File: config.mk
export PLATFORM = sky130hd
export DESIGN_NAME = adccfg_regs
export DESIGN_NICKNAME = d
export VERILOG_FILES = /design/src/core/adccfg_pkg.sv /design/src/core/adccfg_regs.sv /design/src/core/adccfg_divider.sv
export SDC_FILE = /design/constraint.sdc
export NUM_CORES = 1
export LEC_CHECK = 0
export BUFFER_PORTS_ARGS = -buffer_cell sky130_fd_sc_hd__buf_4
export CAP_MARGIN = 10
export CELL_PAD_IN_SITES_DETAIL_PLACEMENT = 2
export CELL_PAD_IN_SITES_GLOBAL_PLACEMENT = 2
export CORE_ASPECT_RATIO = 0.5
export CORE_MARGIN = 8
export CORE_UTILIZATION = 40
export CTS_CLUSTER_SIZE = 40
export DETAILED_ROUTE_END_ITERATION = 6
export GPL_TIMING_DRIVEN = 0
export PLACE_DENSITY = 0.95
export SLEW_MARGIN = 20
export SYNTH_ARGS = -nofsm -noshare
export SYNTH_HDL_FRONTEND = slang
export SYNTH_HIERARCHICAL = 1
export SYNTH_SLANG_ARGS = --single-unit
File: constraint.sdc
create_clock -name pclk -period 12.8 [get_ports pclk]
set_input_delay 2.56 -clock pclk [delete_from_list [all_inputs] [get_ports pclk]]
set_output_delay 2.56 -clock pclk [all_outputs]
set_load 0.1 [all_outputs]
File: src/core/adccfg_pkg.sv
// Constants for the converter configuration register block
package adccfg_pkg;

  // ***********************************************
  // Clock and timing
  // ***********************************************
  localparam int unsigned CLK_PERIOD_NS = 40;
  localparam int unsigned NS_PER_S = 1_000_000_000;
  localparam int unsigned CLK_HZ = NS_PER_S / CLK_PERIOD_NS;
  localparam int unsigned MOD_HZ_NORMAL = 256_000;
  localparam int unsigned MOD_HZ_TURBO = 512_000;
  localparam int unsigned TURBO_MUL = 2;
  localparam int unsigned CNT_W = 24;

  // ***********************************************
  // Data rates in samples per second
  // ***********************************************
  localparam int unsigned SPS_0 = 20;
  localparam int unsigned SPS_1 = 45;
  localparam int unsigned SPS_2 = 90;
  localparam int unsigned SPS_3 = 175;
  localparam int unsigned SPS_4 = 330;
  localparam int unsigned SPS_5 = 600;
  localparam int unsigned SPS_6 = 1000;

  // ***********************************************
  // Register indices; byte address is four times
  // ***********************************************
  localparam int unsigned ADDR_W = 12;
  localparam int unsigned IDX_W = ADDR_W - 2;
  localparam logic [9:0] IDX_TIMING = 10'h001;
  localparam logic [9:0] IDX_CHECK_EXC = 10'h002;
  localparam logic [9:0] IDX_DATA = 10'h003;
  localparam logic [9:0] IDX_IRQ_STAT = 10'h004;
  localparam logic [9:0] IDX_IRQ_EN = 10'h005;
  localparam logic [9:0] IDX_IRQ_CLR = 10'h006;
  localparam logic [9:0] IDX_CHECK_WORD = 10'h007;

  // ***********************************************
  // Field positions and reset values
  // ***********************************************
  localparam int unsigned RATE_HI = 7;
  localparam int unsigned RATE_LO = 5;
  localparam int unsigned SPEED_BIT = 4;
  localparam int unsigned CONT_BIT = 3;
  localparam int unsigned REF_HI = 2;
  localparam int unsigned REF_LO = 1;
  localparam int unsigned TEMP_BIT = 0;
  localparam int unsigned READY_BIT = 7;
  localparam int unsigned CNTEN_BIT = 6;
  localparam int unsigned CHK_HI = 5;
  localparam int unsigned CHK_LO = 4;
  localparam int unsigned BURN_BIT = 3;
  localparam int unsigned EXC_HI = 2;
  localparam int unsigned EXC_LO = 0;
  localparam logic [7:0] TIMING_RST = 8'h00;
  localparam logic [6:0] CHECK_EXC_RST = 7'h00;
  localparam int unsigned DATA_W = 16;
  localparam int unsigned SCNT_W = 8;
  localparam int unsigned IRQ_W = 2;
  localparam int unsigned IRQ_READY = 0;
  localparam int unsigned IRQ_OVERRUN = 1;

  // ***********************************************
  // Codes
  // ***********************************************
  localparam logic [2:0] RATE_RESERVED = 3'h7;
  localparam logic [1:0] REF_INTERNAL = 2'h0;
  localparam logic [1:0] REF_EXTERNAL = 2'h1;
  localparam logic [1:0] REF_SUPPLY = 2'h2;
  localparam logic [1:0] REF_SUPPLY_ALT = 2'h3;
  localparam logic [1:0] CHK_NONE = 2'h0;
  localparam logic [1:0] CHK_INVERT = 2'h1;
  localparam logic [1:0] CHK_CRC = 2'h2;
  localparam logic [15:0] CRC_POLY = 16'h1021;
  localparam logic [15:0] CRC_INIT = 16'hffff;

  typedef enum logic {ADCCFG_IDLE, ADCCFG_RUN} adccfg_conv_e;

endpackage

File: src/core/adccfg_regs.sv
// Converter configuration registers with APB slave and conversion timer
//
// Local design decision: the APB slave port.
`timescale 1ns/1ps
module adccfg_regs #(
  parameter int unsigned CLK_HZ = adccfg_pkg::CLK_HZ
) (
  // Clock and reset
  input wire logic pclk,
  input wire logic presetn,
  // APB slave
  input wire logic [11:0] paddr,
  input wire logic psel,
  input wire logic penable,
  input wire logic pwrite,
  input wire logic [31:0] pwdata,
  input wire logic [3:0] pstrb,
  output logic [31:0] prdata,
  output logic pready,
  output logic pslverr,
  // Converter core
  input wire logic conv_start,
  input wire logic [15:0] conv_data,
  // Configuration outputs
  output logic [2:0] rate_select,
  output logic turbo_speed,
  output logic modulator_clk,
  output logic continuous_conversion_select,
  output logic conversion_busy,
  output logic [1:0] ref_source,
  output logic temp_sensor_enable,
  output logic mux_gain_bypass,
  output logic sample_counter_enable,
  output logic [1:0] integrity_mode,
  output logic burnout_source_enable,
  output logic [2:0] excitation_source_one,
  output logic [2:0] excitation_source_two,
  // Status
  output logic result_ready_flag,
  output logic irq
);

  localparam int unsigned CW = adccfg_pkg::CNT_W;
  localparam int unsigned MOD_HALF_NORMAL =
    CLK_HZ / (2 * adccfg_pkg::MOD_HZ_NORMAL);
  localparam int unsigned MOD_HALF_TURBO =
    CLK_HZ / (2 * adccfg_pkg::MOD_HZ_TURBO);

  logic [7:0] timing_ff;
  logic [6:0] check_exc_ff;
  logic ready_ff;
  logic [15:0] data_ff;
  logic [15:0] check_ff;
  logic [7:0] scnt_ff;
  logic [1:0] stat_ff;
  logic [1:0] nxt_stat;
  logic [1:0] en_ff;
  logic irq_ff;
  logic pready_ff;
  logic pslverr_ff;
  logic [31:0] prdata_ff;
  logic [31:0] rd_mux;
  logic [1:0] ref_ff;
  logic bypass_ff;
  logic mod_clk_ff;
  adccfg_pkg::adccfg_conv_e state_ff;
  logic [9:0] idx;
  logic mapped;
  logic setup;
  logic access;
  logic wr_en;
  logic rd_data_clr;
  logic conv_done;
  logic mod_tick;
  logic rate_ok;
  logic [CW-1:0] conv_period;
  logic [CW-1:0] mod_half;
  logic [1:0] ev;
  logic [1:0] clr;

  // ***********************************************
  // APB decode
  // ***********************************************
  assign idx = paddr[11:2];
  assign mapped = (paddr[1:0] == 2'h0) &&
                  (idx >= adccfg_pkg::IDX_TIMING) &&
                  (idx <= adccfg_pkg::IDX_CHECK_WORD);
  assign setup = psel && !penable;
  assign access = psel && penable && pready_ff;
  assign wr_en = access && pwrite && mapped && pstrb[0];
  assign rd_data_clr = access && !pwrite && mapped &&
                       (idx == adccfg_pkg::IDX_DATA);

  always_comb begin
    rd_mux = '0;
    case (idx)
      adccfg_pkg::IDX_TIMING: rd_mux[7:0] = timing_ff;
      adccfg_pkg::IDX_CHECK_EXC: rd_mux[7:0] = {ready_ff, check_exc_ff};
      adccfg_pkg::IDX_DATA: rd_mux = {8'h00, scnt_ff, data_ff};
      adccfg_pkg::IDX_IRQ_STAT: rd_mux[1:0] = stat_ff;
      adccfg_pkg::IDX_IRQ_EN: rd_mux[1:0] = en_ff;
      adccfg_pkg::IDX_CHECK_WORD: rd_mux[15:0] = check_ff;
      default: rd_mux = '0;
    endcase
  end

  always_ff @(posedge pclk or negedge presetn) begin
    if (!presetn) begin
      pready_ff <= 1'b0;
      pslverr_ff <= 1'b0;
      prdata_ff <= '0;
    end else begin
      pready_ff <= setup;
      pslverr_ff <= setup && !mapped;
      if (setup && !pwrite && mapped) begin
        prdata_ff <= rd_mux;
      end else if (setup) begin
        prdata_ff <= '0;
      end
    end
  end

  // ***********************************************
  // Configuration registers
  // ***********************************************
  always_ff @(posedge pclk or negedge presetn) begin
    if (!presetn) begin
      timing_ff <= adccfg_pkg::TIMING_RST;
    end else if (wr_en && idx == adccfg_pkg::IDX_TIMING) begin
      timing_ff <= pwdata[7:0];
    end
  end

  always_ff @(posedge pclk or negedge presetn) begin
    if (!presetn) begin
      check_exc_ff <= adccfg_pkg::CHECK_EXC_RST;
    end else if (wr_en && idx == adccfg_pkg::IDX_CHECK_EXC) begin
      check_exc_ff <= pwdata[6:0];
    end
  end

  // Effective reference and input routing
  always_ff @(posedge pclk or negedge presetn) begin
    if (!presetn) begin
      ref_ff <= adccfg_pkg::REF_INTERNAL;
      bypass_ff <= 1'b0;
    end else begin
      bypass_ff <= timing_ff[adccfg_pkg::TEMP_BIT];
      if (timing_ff[adccfg_pkg::TEMP_BIT]) begin
        ref_ff <= adccfg_pkg::REF_INTERNAL;
      end else if (timing_ff[adccfg_pkg::REF_HI]) begin
        ref_ff <= adccfg_pkg::REF_SUPPLY;
      end else begin
        ref_ff <= timing_ff[adccfg_pkg::REF_HI:adccfg_pkg::REF_LO];
      end
    end
  end

  // ***********************************************
  // Modulator clock
  // ***********************************************
  assign mod_half = timing_ff[adccfg_pkg::SPEED_BIT] ?
    CW'(MOD_HALF_TURBO) : CW'(MOD_HALF_NORMAL);

  adccfg_divider #(.CW(CW)) u_mod_div (
    .clk(pclk),
    .rst_n(presetn),
    .run(1'b1),
    .period(mod_half),
    .tick(mod_tick)
  );

  always_ff @(posedge pclk or negedge presetn) begin
    if (!presetn) begin
      mod_clk_ff <= 1'b0;
    end else if (mod_tick) begin
      mod_clk_ff <= !mod_clk_ff;
    end
  end

  // ***********************************************
  // Conversion timing
  // ***********************************************
  assign rate_ok = rate_select != adccfg_pkg::RATE_RESERVED;

  always_comb begin
    conv_period = '1;
    case (timing_ff[adccfg_pkg::RATE_HI:adccfg_pkg::RATE_LO])
      3'h0: conv_period = CW'(CLK_HZ / adccfg_pkg::SPS_0);
      3'h1: conv_period = CW'(CLK_HZ / adccfg_pkg::SPS_1);
      3'h2: conv_period = CW'(CLK_HZ / adccfg_pkg::SPS_2);
      3'h3: conv_period = CW'(CLK_HZ / adccfg_pkg::SPS_3);
      3'h4: conv_period = CW'(CLK_HZ / adccfg_pkg::SPS_4);
      3'h5: conv_period = CW'(CLK_HZ / adccfg_pkg::SPS_5);
      3'h6: conv_period = CW'(CLK_HZ / adccfg_pkg::SPS_6);
      default: conv_period = '1;
    endcase
    if (timing_ff[adccfg_pkg::SPEED_BIT]) begin
      conv_period = conv_period >> 1;
    end
  end

  adccfg_divider #(.CW(CW)) u_conv_div (
    .clk(pclk),
    .rst_n(presetn),
    .run(state_ff == adccfg_pkg::ADCCFG_RUN),
    .period(conv_period),
    .tick(conv_done)
  );

  always_ff @(posedge pclk or negedge presetn) begin
    if (!presetn) begin
      state_ff <= adccfg_pkg::ADCCFG_IDLE;
    end else begin
      case (state_ff)
        adccfg_pkg::ADCCFG_IDLE: begin
          if (rate_ok && (continuous_conversion_select || conv_start)) begin
            state_ff <= adccfg_pkg::ADCCFG_RUN;
          end
        end
        adccfg_pkg::ADCCFG_RUN: begin
          if (!rate_ok) begin
            state_ff <= adccfg_pkg::ADCCFG_IDLE;
          end else if (conv_done && !continuous_conversion_select) begin
            state_ff <= adccfg_pkg::ADCCFG_IDLE;
          end
        end
        default: state_ff <= adccfg_pkg::ADCCFG_IDLE;
      endcase
    end
  end

  // ***********************************************
  // Result capture, counter and integrity word
  // ***********************************************
  function automatic logic [15:0] crc16(input logic [15:0] d);
    logic [15:0] c;
    logic fb;
    c = adccfg_pkg::CRC_INIT;
    for (int i = 15; i >= 0; i--) begin
      fb = c[15] ^ d[i];
      c = {c[14:0], 1'b0};
      if (fb) begin
        c = c ^ adccfg_pkg::CRC_POLY;
      end
    end
    return c;
  endfunction

  always_ff @(posedge pclk or negedge presetn) begin
    if (!presetn) begin
      data_ff <= '0;
      check_ff <= '0;
    end else if (conv_done) begin
      data_ff <= conv_data;
      case (integrity_mode)
        adccfg_pkg::CHK_INVERT: check_ff <= ~conv_data;
        adccfg_pkg::CHK_CRC: check_ff <= crc16(conv_data);
        default: check_ff <= '0;
      endcase
    end
  end

  always_ff @(posedge pclk or negedge presetn) begin
    if (!presetn) begin
      scnt_ff <= '0;
    end else if (!sample_counter_enable) begin
      scnt_ff <= '0;
    end else if (conv_done) begin
      scnt_ff <= scnt_ff + 8'h01;
    end
  end

  // Ready flag: a new result wins over a same-cycle read
  always_ff @(posedge pclk or negedge presetn) begin
    if (!presetn) begin
      ready_ff <= 1'b0;
    end else if (conv_done) begin
      ready_ff <= 1'b1;
    end else if (rd_data_clr) begin
      ready_ff <= 1'b0;
    end
  end

  // ***********************************************
  // Interrupts
  // ***********************************************
  assign ev[adccfg_pkg::IRQ_READY] = conv_done;
  assign ev[adccfg_pkg::IRQ_OVERRUN] = conv_done && ready_ff && !rd_data_clr;
  assign clr = (wr_en && idx == adccfg_pkg::IDX_IRQ_CLR) ? pwdata[1:0] : '0;
  assign nxt_stat = ev | (stat_ff & ~clr);

  always_ff @(posedge pclk or negedge presetn) begin
    if (!presetn) begin
      stat_ff <= '0;
      en_ff <= '0;
      irq_ff <= 1'b0;
    end else begin
      stat_ff <= nxt_stat;
      irq_ff <= |(nxt_stat & en_ff);
      if (wr_en && idx == adccfg_pkg::IDX_IRQ_EN) begin
        en_ff <= pwdata[1:0];
      end
    end
  end

  // ***********************************************
  // Outputs
  // ***********************************************
  assign prdata = prdata_ff;
  assign pready = pready_ff;
  assign pslverr = pslverr_ff;
  assign rate_select = timing_ff[adccfg_pkg::RATE_HI:adccfg_pkg::RATE_LO];
  assign turbo_speed = timing_ff[adccfg_pkg::SPEED_BIT];
  assign modulator_clk = mod_clk_ff;
  assign continuous_conversion_select = timing_ff[adccfg_pkg::CONT_BIT];
  assign conversion_busy = state_ff == adccfg_pkg::ADCCFG_RUN;
  assign ref_source = ref_ff;
  assign temp_sensor_enable = timing_ff[adccfg_pkg::TEMP_BIT];
  assign mux_gain_bypass = bypass_ff;
  assign sample_counter_enable = check_exc_ff[adccfg_pkg::CNTEN_BIT];
  assign integrity_mode = check_exc_ff[adccfg_pkg::CHK_HI:adccfg_pkg::CHK_LO];
  assign burnout_source_enable = check_exc_ff[adccfg_pkg::BURN_BIT];
  assign excitation_source_one =
    check_exc_ff[adccfg_pkg::EXC_HI:adccfg_pkg::EXC_LO];
  assign excitation_source_two =
    check_exc_ff[adccfg_pkg::EXC_HI:adccfg_pkg::EXC_LO];
  assign result_ready_flag = ready_ff;
  assign irq = irq_ff;
endmodule

File: src/core/adccfg_divider.sv
// Programmable period tick generator
`timescale 1ns/1ps
module adccfg_divider #(
  parameter int unsigned CW = 24
) (
  // Clock and reset
  input wire logic clk,
  input wire logic rst_n,
  // Control
  input wire logic run,
  input wire logic [CW-1:0] period,
  // Tick
  output logic tick
);

  logic [CW-1:0] cnt_ff;
  logic tick_ff;

  // ***********************************************
  // Counter
  // ***********************************************
  always_ff @(posedge clk or negedge rst_n) begin
    if (!rst_n) begin
      cnt_ff <= '0;
      tick_ff <= 1'b0;
    end else if (!run) begin
      cnt_ff <= '0;
      tick_ff <= 1'b0;
    end else if (cnt_ff >= period - CW'(1)) begin
      cnt_ff <= '0;
      tick_ff <= 1'b1;
    end else begin
      cnt_ff <= cnt_ff + CW'(1);
      tick_ff <= 1'b0;
    end
  end

  assign tick = tick_ff;

endmodule

==> results.md, run 1 <==
- The number of distinct library cells after synthesis is 71.
- The flow ran to the end, and the final reports show no timing, DRC or antenna violations.
- At the end of the flow, the number of nets in the layout was 1,320.
- The switching power of the nets is 369.9 µW.
- Gates resized during post-CTS repair numbered 0.
- The final count of negative-setup-slack endpoints is 0.
- The dominant synthesized flop cell is dfrtp_1.
- For this run, design rule violations remaining after detail routing come to 0.
- The final worst hold slack is between 0.4 and 0.5 ns.
- Setup total negative slack on the finished layout was measured at 0 ns.
- Prior to clock tree synthesis, the placed netlist has a worst setup slack of 7.426 ns.
- The maximum buffer depth of the clock tree is 2.
- Synthesis produced a netlist whose cell count is between 1,000 and 1,500.
- The endpoint identified for the worst register-to-register timing path is u_conv_div/cnt_ff[11].
- The die is 124.9 µm tall.
- In this run, flip-flops and latches consume 40.6% of the power.
- Sorting the synthesized cells by area gives the leading types as dfrtp_1, ha_1, xnor2_1, xor2_1, nand2_1.
- The min-delay analysis places its worst path in the category register to register.
- The total global routing overflow is 0.
- The share of the synthesized area in the top cell type is between 30% and 40%.
- The die covers 0.02922 mm².
- The post-route netlist has 16.06% of its cells at a drive strength greater than 1.
- The largest area contributor in the netlist is dfrtp_1.
- From synthesis to final layout, the design area changed by 20.69%.
- The worst setup path is launched from a register.
- The proportion of synthesized flip-flops having asynchronous set or reset is 100.0%.
- The leakage power figure is 5.222 nW.
- The wire length per cell is ~28 µm.
- The pin count of the biggest net entering global routing is 76.
- During synthesis, Yosys emitted a total of 6 warnings.
- STA classifies the critical path endpoint as a register.
- Buffers inserted to repair hold after CTS numbered 0.
- Input and output buffers added on the ports amount to 85.
- The share of total power dissipated in combinational logic is ~14%.
- The number of global-route vias before repair was approximately 10,000.
- Summed over all layers, the routed wires come to between 40 and 50 mm.
- The die is 233.9 µm wide.
- The number of buffers inserted by post-CTS setup repair is 0.
- Setup repair after global routing left no endpoint under its margin.
- Net switching is 30.63% of the power.
- The synthesized design contains 0 enable-type register cells.
- The transition at the pin with the smallest max-transition slack is 0.9633 ns.
- The final period demand of the worst path is 5.794 ns.
- The number of hold-slack violations in the final timing report is 0.
- In the layout the commonest cells are dfrtp_1, nand2_1, buf_4.
- The worst-skew pair later-pin latency is 0.46 ns.
- The critical path endpoint is u_conv_div/cnt_ff[11].
- The max-capacitance violation count is 0.
- Detailed placement finished with a half-perimeter wire length of 27.36 mm.
- The via count of the routed design is 9,141.
- The overall global routing resource usage is 29.25%.
- The worst register-to-register path begins at timing_ff[4].
- The number of detailed-route iterations in the first pass is 6.
- The power per standard cell area is around 110 mW/mm².
- After the first detailed-routing iteration, the DRC count stood at 525.
- The share of synthesized area occupied by flip-flops and latches is 37.42%.
- The worst-case setup margin in the final layout is roughly 7 ns.
- The register-to-register path setup slack is 7.01 ns.
- The internal portion of the total power is 837.9 µW.
- The worst path required time is 13.11 ns.
- The number of cells in the finished layout apart from fillers is 1,515.
- The TritonCTS clock tree is built.
- For the worst flop-to-flop path, the logic depth is 17.
- The cell at the root of the clock tree is clkbuf_16.
- Pin placement for this block handled between 100 and 150 I/O pins.
- STA puts the critical path data arrival time at roughly 6 ns.
- Leaving out fill and tap cells, the most frequent cell in the layout is dfrtp_1.
- On the final layout, the worst clock skew is between 0.015 and 0.02 ns.
- A synthesized cell averages 9.383 µm².
- Based on the critical path, the design can be clocked at up to 0.1726 GHz.
- The count of pins over their slew limit is 0.
- The floorplan has 39 rows.
- The number of buffers created by CTS is 17.
- The effective utilization at floorplan is 41.14%.
- The core outline area is 0.02308 mm².
- The congestion estimate from routability-driven global placement came to 0.8607.
- The flop and latch count out of synthesis is 142.
- 0 antenna diodes ended up in the layout.
- The number of placed instances with taps included is 1,483.
- Clock-pin slew was measured on the worst setup and hold paths at 0.07 ns.
- The wire length of the first global-routing pass is 65.76 mm.
- The filler cells instantiated in the layout total 2,462.
- The worst max-slew margin expressed relative to the limit is 35.43%.
- The count of nets left with antenna violations once routing finished came out at 0.
- Of all nets on the critical path, the largest fanout is 10.
- The clock sink total is 142.
- The initial antenna violation count is 0.
- The clock group share of total power is 45.1%.
- By startpoint and endpoint, the worst setup path is classified as register to register.
- VDD sags by at most 0.00008469 V.
- The share of the cycle needed by the critical path after routing is 45.26%.
- Tracing the worst setup path back leads to its startpoint at timing_ff[4].
- The maximum level of the CTS H-tree is 4.
- In the routed layout, each cell is associated on average with a via count of between 6 and 7.
- After synthesis the cells add up to 0.009495 mm².
layer usage:
layer / global-route usage, % / share of wire [%] / vias up
li1: - / - / 3897
met2: 53.38 / 53 / 342
met1: 32.40 / 39 / 4755
met5: 0 / 0 / -
met3: 5.418 / 3.8 / 147
met4: 14.51 / 4.8 / 0
worst max-delay path, cell delays in order (launching register included):
cell and delay (ns):
dfrtp_1 0.53, clkbuf_1 0.49, clkbuf_1 0.49, a21oi_1 0.15
o21ai_0 0.25, a21oi_1 0.17, nor4_4 0.41, nand4b_1 0.23
nor4_2 0.52, nand2_1 0.17, xor2_1 0.21, ha_1 0.36
nand4_1 0.14, nor3_1 0.41, nand4_1 0.22, o21ai_2 0.37
clkbuf_1 0.42, nor3_1 0.10
power groups by stage:
stage	sequential, mW	combinational (mW)	clock [mW]
floorplan	0.495	0.102	0
global placement	0.495	0.144	0
detailed placement	0.497	0.159	0
CTS	0.490	0.168	0.542
global route	0.492	0.186	0.559
finish	0.490	0.173	0.545
Yosys cell counts (17+ instances only):
master / n
o21ai_0: 57
nand2_1: 105
a21oi_1: 35
xnor2_1: 68
mux2_2: 33
nand4_1: 25
nor2_1: 58
xor2_1: 60
inv_1: 23
ha_1: 55
dfrtp_1: 142
nor3_1: 51
clkbuf_1: 37
nor4b_1: 17
nand3_1: 29
cell type report:
class | count | area [µm²] | share of cell area (%)
multi-input combinational | 862 | 5852 | 51.06
sequential | 142 | 3553 | 31.01
clock buffer | 21 | 480.5 | 4.193
inverter | 24 | 90.09 | 0.7861
clock inverter | 11 | 128.9 | 1.125
timing repair buffer | 86 | 673.1 | 5.874
tap | 307 | 384.1 | 3.352
buffer | 62 | 297.8 | 2.599
sequential cells by signal, indices dropped and copies added, names as in the netlist, 2 cells and up:
register,flops
scnt_ff,8
u_mod_div/cnt_ff,24
en_ff,2
timing_ff,8
data_ff,16
ref_source,2
check_ff,16
stat_ff,2
prdata,24
check_exc_ff,7
u_conv_div/cnt_ff,24
kinds of logic (layout without fill, tap and decap cells):
| family | Yosys count | in the layout | share of synthesized area (%) |
|---|---|---|---|
| simple gates | 387 | 387 | 22.60 |
| flops | 142 | 142 | 37.42 |
| compound gates | 167 | 167 | 11.17 |
| fa+ha+maj | 55 | 55 | 7.247 |
| other cells | 2 | 80 | 0.07909 |
| xor+xnor | 131 | 131 | 12.53 |
| mux | 42 | 42 | 4.862 |
| buf+inv | 86 | 204 | 4.085 |
metrics by stage:
step | power, mW | util [%] | instance area [µm²]
final | 1.208 | 49.65 | 11460
after global routing | 1.237 | 49.65 | 11460
after CTS | 1.200 | 49.63 | 11450
after detailed placement | 0.6565 | 46.99 | 10850
after global placement | 0.6389 | 46.84 | 10810
after floorplan | 0.5975 | - | 9788
how the worst min path moves through the flow:
stage                              start             to  slack, ns  cells past startpoint
after floorplan           u_mod_div/tick  modulator_clk       0.42                      1
after global placement    u_mod_div/tick  modulator_clk       0.42                      1
after detailed placement  u_mod_div/tick  modulator_clk       0.46                      1
after CTS                 u_mod_div/tick  modulator_clk       0.49                      1
after global routing      u_mod_div/tick  modulator_clk       0.51                      1
final                     u_mod_div/tick  modulator_clk       0.49                      1
(Power assumes the default switching activity.)
==> run 2: changes to the inputs <==
Settings changed: CORE_UTILIZATION 40 to 33, PLACE_DENSITY 0.95 to 0.85.
Clock period 12.8 ns to 4.78 ns, I/O delays scaled along.
==> run 2 against run 1 <==
Effect of this change: non-clock buffer count up 4; critical path type unchanged; die area up 19%; clock power rose to 2.6 times the previous value; sequential power rose to 2.7 times the previous value; utilization down 8.7 points; count of clock-buffer cells in the layout down 2; combinational power rose to 2.5 times the previous value; global-route usage down 8.2 points; sequential share of layout area down 0.65 points; clock skew down 0.0065 ns.
==> results.md, run 2 (synthesis results as in run 1) <==
- The residual antenna-violating net count after detailed routing is 0.
- The number of global-route vias before repair is 9,545.
- The number of buffers and inverters on the critical path is 3.
- The routed design has 36.42 mm of wire.
- The worst stage delay on the critical path is 0.48 ns.
- The final critical path takes up a little over nine tenths of the cycle.
- The clock sink total is 142.
- The overall die area is 0.03479 mm².
- The worst max-slew margin expressed relative to the limit is 24.49%.
- Detailed placement finished with a half-perimeter wire length of 26.77 mm.
- The clock-pin slew reported for the worst setup and hold paths after clock tree synthesis is ~0.070 ns.
- At the end of the flow the core is filled with cells to between 40% and 50%.
- Detailed routing inserted a total of approximately 8,600 vias.
- The number of hold-slack violations in the final timing report came to 0.
- The wire length of the first global-routing pass is around 57 mm.
- The final count of negative-setup-slack endpoints is 0.
- The kind of end point of the critical path is a register.
- The number of DRC markers in iteration 0 is 523.
- The standard cell with the maximum stage delay on the critical path is dfrtp_2.
- The last weighted congestion value of the routability-driven placer is 0.8502.
- Summing internal, switching and leakage power gives 3.172 mW.
- The worst setup path is launched from a register.
- The count of pins over their slew limit is 0.
- The leakage power figure is between 5 and 6 nW.
- TritonCTS built the clock tree.
- The flow ran to the end, and the final reports show no timing, DRC or antenna violations.
- The tree is rooted in a clkbuf_16.
- The transition at the pin with the smallest max-transition slack is 1.126 ns.
- The number of cells on the worst reg-to-reg path is 17.
- Across every metal layer, demand over resource in global routing totals 21.07%.
- STA puts the critical path data arrival time at 4.96 ns.
- The effective utilization at floorplan is 33.17%.
- After detailed routing, the average wire length per cell comes to between 20 and 25 µm.
- For this run, the detailed router's first-pass iteration total came to 4.
- The area growth from synthesis to layout is 23.42%.
- The critical path goes through clkbuf_4, and2_1, o21ai_1, o31ai_2, nor4_4, nand4b_1, nor4_4, buf_4, nand2_1, xor2_1, ha_1, nand4_1, nor3_2, nand4_1, o21ai_4, clkbuf_4, nor3_1.
- Based on the critical path, the design can be clocked at up to 0.2161 GHz.
- The core outline area is 0.02863 mm².
- In this run the worst hold path is classified as register to register.
- The maximum VDD drop is roughly 0.00028 V.
- The worst reg2reg path startpoint is timing_ff[7].
- The top cell types in the final layout, fill and taps aside, are dfrtp_1, nand2_1, buf_4.
- For this design the ratio of total power to cell area is 270.7 mW/mm².
- The hold-critical path depth is 1.
- The row count is 44.
- Dividing the detail-routed via count by the number of cells gives 5.357.
- The instance area at placement is 0.01096 mm².
- Grouping stages by cell kind, the critical path spends the most delay in simple AND/OR/NAND/NOR gates.
- The final net count is 1,324.
- STA puts the critical path data required time at 5.11 ns.
- Buffers inserted to repair hold after CTS numbered 0.
- The worst-skew pair later-pin latency is between 0.4 and 0.5 ns.
- After global routing the overflow that remains totals 0.
- For flop-to-flop paths, the worst setup slack is around 0.15 ns.
- The summed area of non-filler cells in the final layout is about 0.012 mm².
- The initial antenna violation count is 0.
- The number of remaining DRC errors is 0.
- Pin placement for this block handled 127 I/O pins.
- Max-cap violations in this run came to 0.
- In the final layout, the share of cells above drive strength 1 is 18.56%.
- For hold timing, the worst endpoint is modulator_clk.
- The pin count of the biggest net entering global routing is 89.
- The worst-case setup margin in the final layout is 0.1531 ns.
- Buffers inserted during clock tree synthesis total 17.
- The critical hold path startpoint is u_mod_div/tick.
- After layout, the minimum clock period comes to about 4.6 ns.
- The endpoint identified for the worst register-to-register timing path is u_conv_div/cnt_ff[11].
- Measured along the y axis, the die boundary spans between 100 and 150 µm.
- The final setup TNS is 0 ns.
- The most common cell after layout, fill and taps aside is dfrtp_1.
- The setup clock skew after layout is 0.01054 ns.
- 0 antenna diodes ended up in the layout.
- The number of I/O port buffers is 85.
- The worst setup path is of the register to register kind.
- The floorplan die width is 255.9 µm.
- Counting tap cells, the placed design contains a total of roughly 1,600 instances.
- The maximum buffer depth of the clock tree is 2.
- The number of cells in the finished layout apart from fillers is 1,603.
- At the placement stage, the worst setup path has a slack of -0.7387 ns.
- The H-tree generated during clock tree synthesis spans 4 levels.
- Final hold analysis gives a worst-case slack of ~0.47 ns.
- Along the worst path, the maximum fanout reaches 10.
run 2: final cells by class:
type / instances / area [µm²]
Clock buffer: 19 / 432.9
Fill cell: 3154 / 16910
Clock inverter: 13 / 163.9
Buffer: 59 / 311.5
Timing Repair Buffer: 93 / 725.7
Multi-Input combinational cell: 862 / 5944
Inverter: 24 / 93.84
Sequential cell: 142 / 3557
Tap cell: 391 / 489.2
run 2: how the worst max path moves through the flow:
stage	startpoint	endpoint	slack, ns	cells after the start
after global routing	timing_ff[7]	u_conv_div/cnt_ff[10]	-0.03	17
after detailed placement	timing_ff[4]	u_conv_div/cnt_ff[12]	-0.74	17
after floorplan	timing_ff[4]	u_conv_div/cnt_ff[10]	0.13	17
final	timing_ff[7]	u_conv_div/cnt_ff[11]	0.15	17
after CTS	timing_ff[7]	u_conv_div/cnt_ff[11]	0.01	18
after global placement	timing_ff[4]	u_conv_div/cnt_ff[6]	-0.49	17
run 2: repair_timing:
action                     CTS  global route
setup buffers                2             5
gates resized for setup     16            27
setup endpoints to repair   25            25
pin swaps                    1             2
run 2: per-layer routing:
metal / up-vias / wire, µm / global-route usage (%)
met2: 186 / 16840 / 33.23
met1: 4475 / 17610 / 29.09
met4: 0 / 259 / 4.530
li1: 3907 / - / -
met5: - / 0 / 0
met3: 20 / 1719 / 5.207
run 2: report_power, final:
group          total, mW  switching [mW]  internal (mW)  leakage (nW)
Clock               1.43           0.609          0.823         0.288
Combinational      0.437           0.273          0.164          3.13
Sequential          1.30          0.0558           1.25          1.88
Total               3.17           0.937           2.24          5.29
==> run 3: changes to the inputs <==
Settings changed: CORE_UTILIZATION 33 to 37, PLACE_DENSITY 0.85 to 0.9.
Clock period 4.78 ns to 4.5 ns, I/O delays scaled along.
==> run 3 against run 2 <==
Effect of this change: the flow now finishes with violations (negative setup slack); worst hold slack got worse by 0.043 ns; cell count shrank 2.2%; fmax is 13% lower; flip-flop and latch count is the same; register-to-register slack worse by 0.98 ns; final area grew 3.0%; first-iteration DRC count rose by 140%; global-route usage increased by 7.9 points.
==> results.md, run 3 (synthesis results as in run 1) <==
- The first global-routing pass estimated 69.92 mm of wire.
- The fill cell instance count of the final layout is approximately 2,600.
- Counting along the longest clock path gives a buffer depth of 2.
- The tightest hold path in the finished design has a slack of 0.4276 ns.
- For the finished layout, the period the worst path requires is between 5 and 6 ns.
- In this run the standard cell core region covers between 0.02 and 0.03 mm².
- Measured along the y axis, the die boundary spans 129.3 µm.
- In this run, flip-flops and latches consume 39.3% of the power.
- The initial antenna violation count is 3.
- The row count is between 40 and 50.
- The internal power of the cells totals 2.430 mW.
- The max-capacitance violation count is 0.
- The flow ran to the end, but the final reports show violations.
- Data arrives at the worst endpoint at 5.63 ns.
- For this run, the post-layout net count is 1,335.
- The effective utilization at floorplan is 37.70%.
- The maximum level of the CTS H-tree is 4.
- The type of origin of the critical path is a register.
- The residual antenna-violating net count after detailed routing is 0.
- The clock-pin slew reported for the worst setup and hold paths after clock tree synthesis is 0.08 ns.
- The detailed router finished its first iteration with 1,261 violations.
- The cell at the root of the clock tree is clkbuf_16.
- Once routing completed, OpenROAD measured the worst setup slack at -0.8301 ns.
- In this run the worst path has a maximum fanout of 10.
- The power per standard cell area is 297.7 mW/mm².
- The critical path is of the register to register type.
- For this design the total switching power over the nets is about 1.2 mW.
- The logic gate share of total power is 15.6%.
- The path class of the tightest hold or removal check is input pin to async pin.
- Clock skew on the completed layout was measured at 0.02513 ns.
- The die covers 0.03136 mm².
- The number of buffers created by CTS is 17.
- The maximum VDD drop is 0.0003000 V.
- The leakage power figure is between 5 and 6 nW.
- From left edge to right edge, the die measures about 240 µm.
- The number of global-route vias before repair is 10,790.
- The first detailed-routing pass took 5 iterations.
- The number of antenna diodes in the final layout is 0.
- Clock latency on the worst-skew pair, taken at its later pin, is 0.47 ns.
- The checks that failed: negative setup slack.
- The count of pins over their slew limit was 0.
- For this block, the via count after detailed routing is 10,010.
- The wire-length estimate of the detail-placed layout is around 28 mm.
- STA classifies the critical path endpoint as a register.
- CTS saw between 100 and 150 sinks.
- The wire length per cell is 34.00 µm.
- The most common cell after layout, fill and taps aside is dfrtp_1.
- The worst pin sits at a relative slew slack of 3.613%.
- Routability-driven placement finished with a final weighted congestion of 0.8624.
- Wires add up to 53.28 mm.
- For this run the aggregate overflow at the end of global routing stands at 0.
- The overall global routing resource usage is about 29%.
- The switching share of total power is 32.35%.
- In the routed layout, each cell is associated on average with a via count of ~6.4.
- The final setup TNS is -15.54 ns.
- The final count of negative-setup-slack endpoints is 25.
- The share of total power dissipated in the clock network is a little under half.
- The TritonCTS clock tree is built.
- The worst path required time is about 4.8 ns.
- Entering global routing, the biggest net connects between 80 and 90 pins.
- The number of I/O port buffers is 85.
- The transition at the pin with the smallest max-transition slack is 1.431 ns.
- For this run, design rule violations remaining after detail routing come to 0.
- The number of hold-slack violations in the final timing report came to 0.
- The top-level port count is 127.
- Dividing the final minimum period by the clock period gives 118.4%.
- The area growth from synthesis to final layout is 27.09%.
- The post-route netlist has 22.16% of its cells at a drive strength greater than 1.
- The highest attainable clock frequency is 0.1876 GHz.
- In the layout the commonest cells are dfrtp_1, buf_4, nand2_1.
run 3: changes by cell type in the layout (fill, tap and decap cells not counted), moves of 3 or more:
cell / change
buf_4: +9
nor4b_1: -6
clkbuf_1: -5
o21ai_0: -5
ha_1: -4
clkbuf_8: +3
ha_4: +3
nor2_1: -3
nor2_4: +3
nor4b_2: +3
nor4b_4: +3
run 3: final timing paths:
check | endpoint | cells past startpoint | start | slack [ns]
worst max-delay path | u_conv_div/cnt_ff[23] | 15 | timing_ff[7] | -0.83
worst min-delay path | u_conv_div/cnt_ff[23] | 1 | presetn | 0.43
worst max register to register | u_conv_div/cnt_ff[23] | 15 | timing_ff[7] | -0.83
worst min register to register | modulator_clk | 1 | u_mod_div/tick | 0.45
max in group asynchronous | scnt_ff[6] | 2 | presetn | 3.26
min in group pclk | modulator_clk | 1 | u_mod_div/tick | 0.45
run 3: power groups by stage:
| stage | combinational [mW] | clock [mW] | sequential, mW |
|---|---|---|---|
| after floorplan | 0.290 | 0 | 1.41 |
| after global placement | 0.410 | 0 | 1.41 |
| after detailed placement | 0.470 | 0 | 1.41 |
| after CTS | 0.494 | 1.58 | 1.40 |
| after global routing | 0.583 | 1.66 | 1.41 |
| final | 0.560 | 1.62 | 1.41 |
run 3: per-stage QoR:
step	utilization, %	std cells	total power [mW]	instance area (µm²)	setup slack, ns
after floorplan	-	1090	1.699	9789	0.1365
after global placement	43.11	1519	1.816	10860	-0.4080
after detailed placement	43.25	1520	1.885	10890	-1.127
after CTS	46.57	1555	3.469	11730	0.01279
after global routing	47.91	1567	3.652	12070	-0.8807
final	47.91	1567	3.592	12070	-0.8301
run 3: timing repair:
item	CTS	global route
setup buffers	6	13
setup endpoints to repair	25	25
resized for setup	48	55
pin swaps	5	10
hold buffers	0	0
run 3: cell type report:
class,instances,area [µm²],share of cell area (%)
Multi-Input combinational cell,862,6203,51.40
Sequential cell,142,3561,29.51
Timing Repair Buffer,105,823.3,6.822
Clock buffer,20,466.7,3.867
Tap cell,344,430.4,3.567
Buffer,58,331.6,2.748
Clock inverter,12,157.7,1.306
Inverter,24,93.84,0.7776
run 3: critical path: stages (launching register included):
cell	delay, ns
dfrtp_2	0.45
buf_6	0.17
and2_2	0.25
o21ai_4	0.32
o31ai_2	0.21
nor4_4	0.38
and4b_4	0.32
nand3b_4	0.14
or4_4	0.49
xor2_4	0.22
ha_4	0.24
nand2_1	0.20
nor2_1	0.24
a2111oi_4	0.69
nor2_4	0.20
nor4b_2	0.62
run 3: per-layer routing:
layer / global-route usage, % / part of all wire (%)
met1: 31.25 / 38
met2: 52.94 / 49
met3: 5.834 / 6.5
met4: 17.51 / 5.7
met5: 0 / 0.024
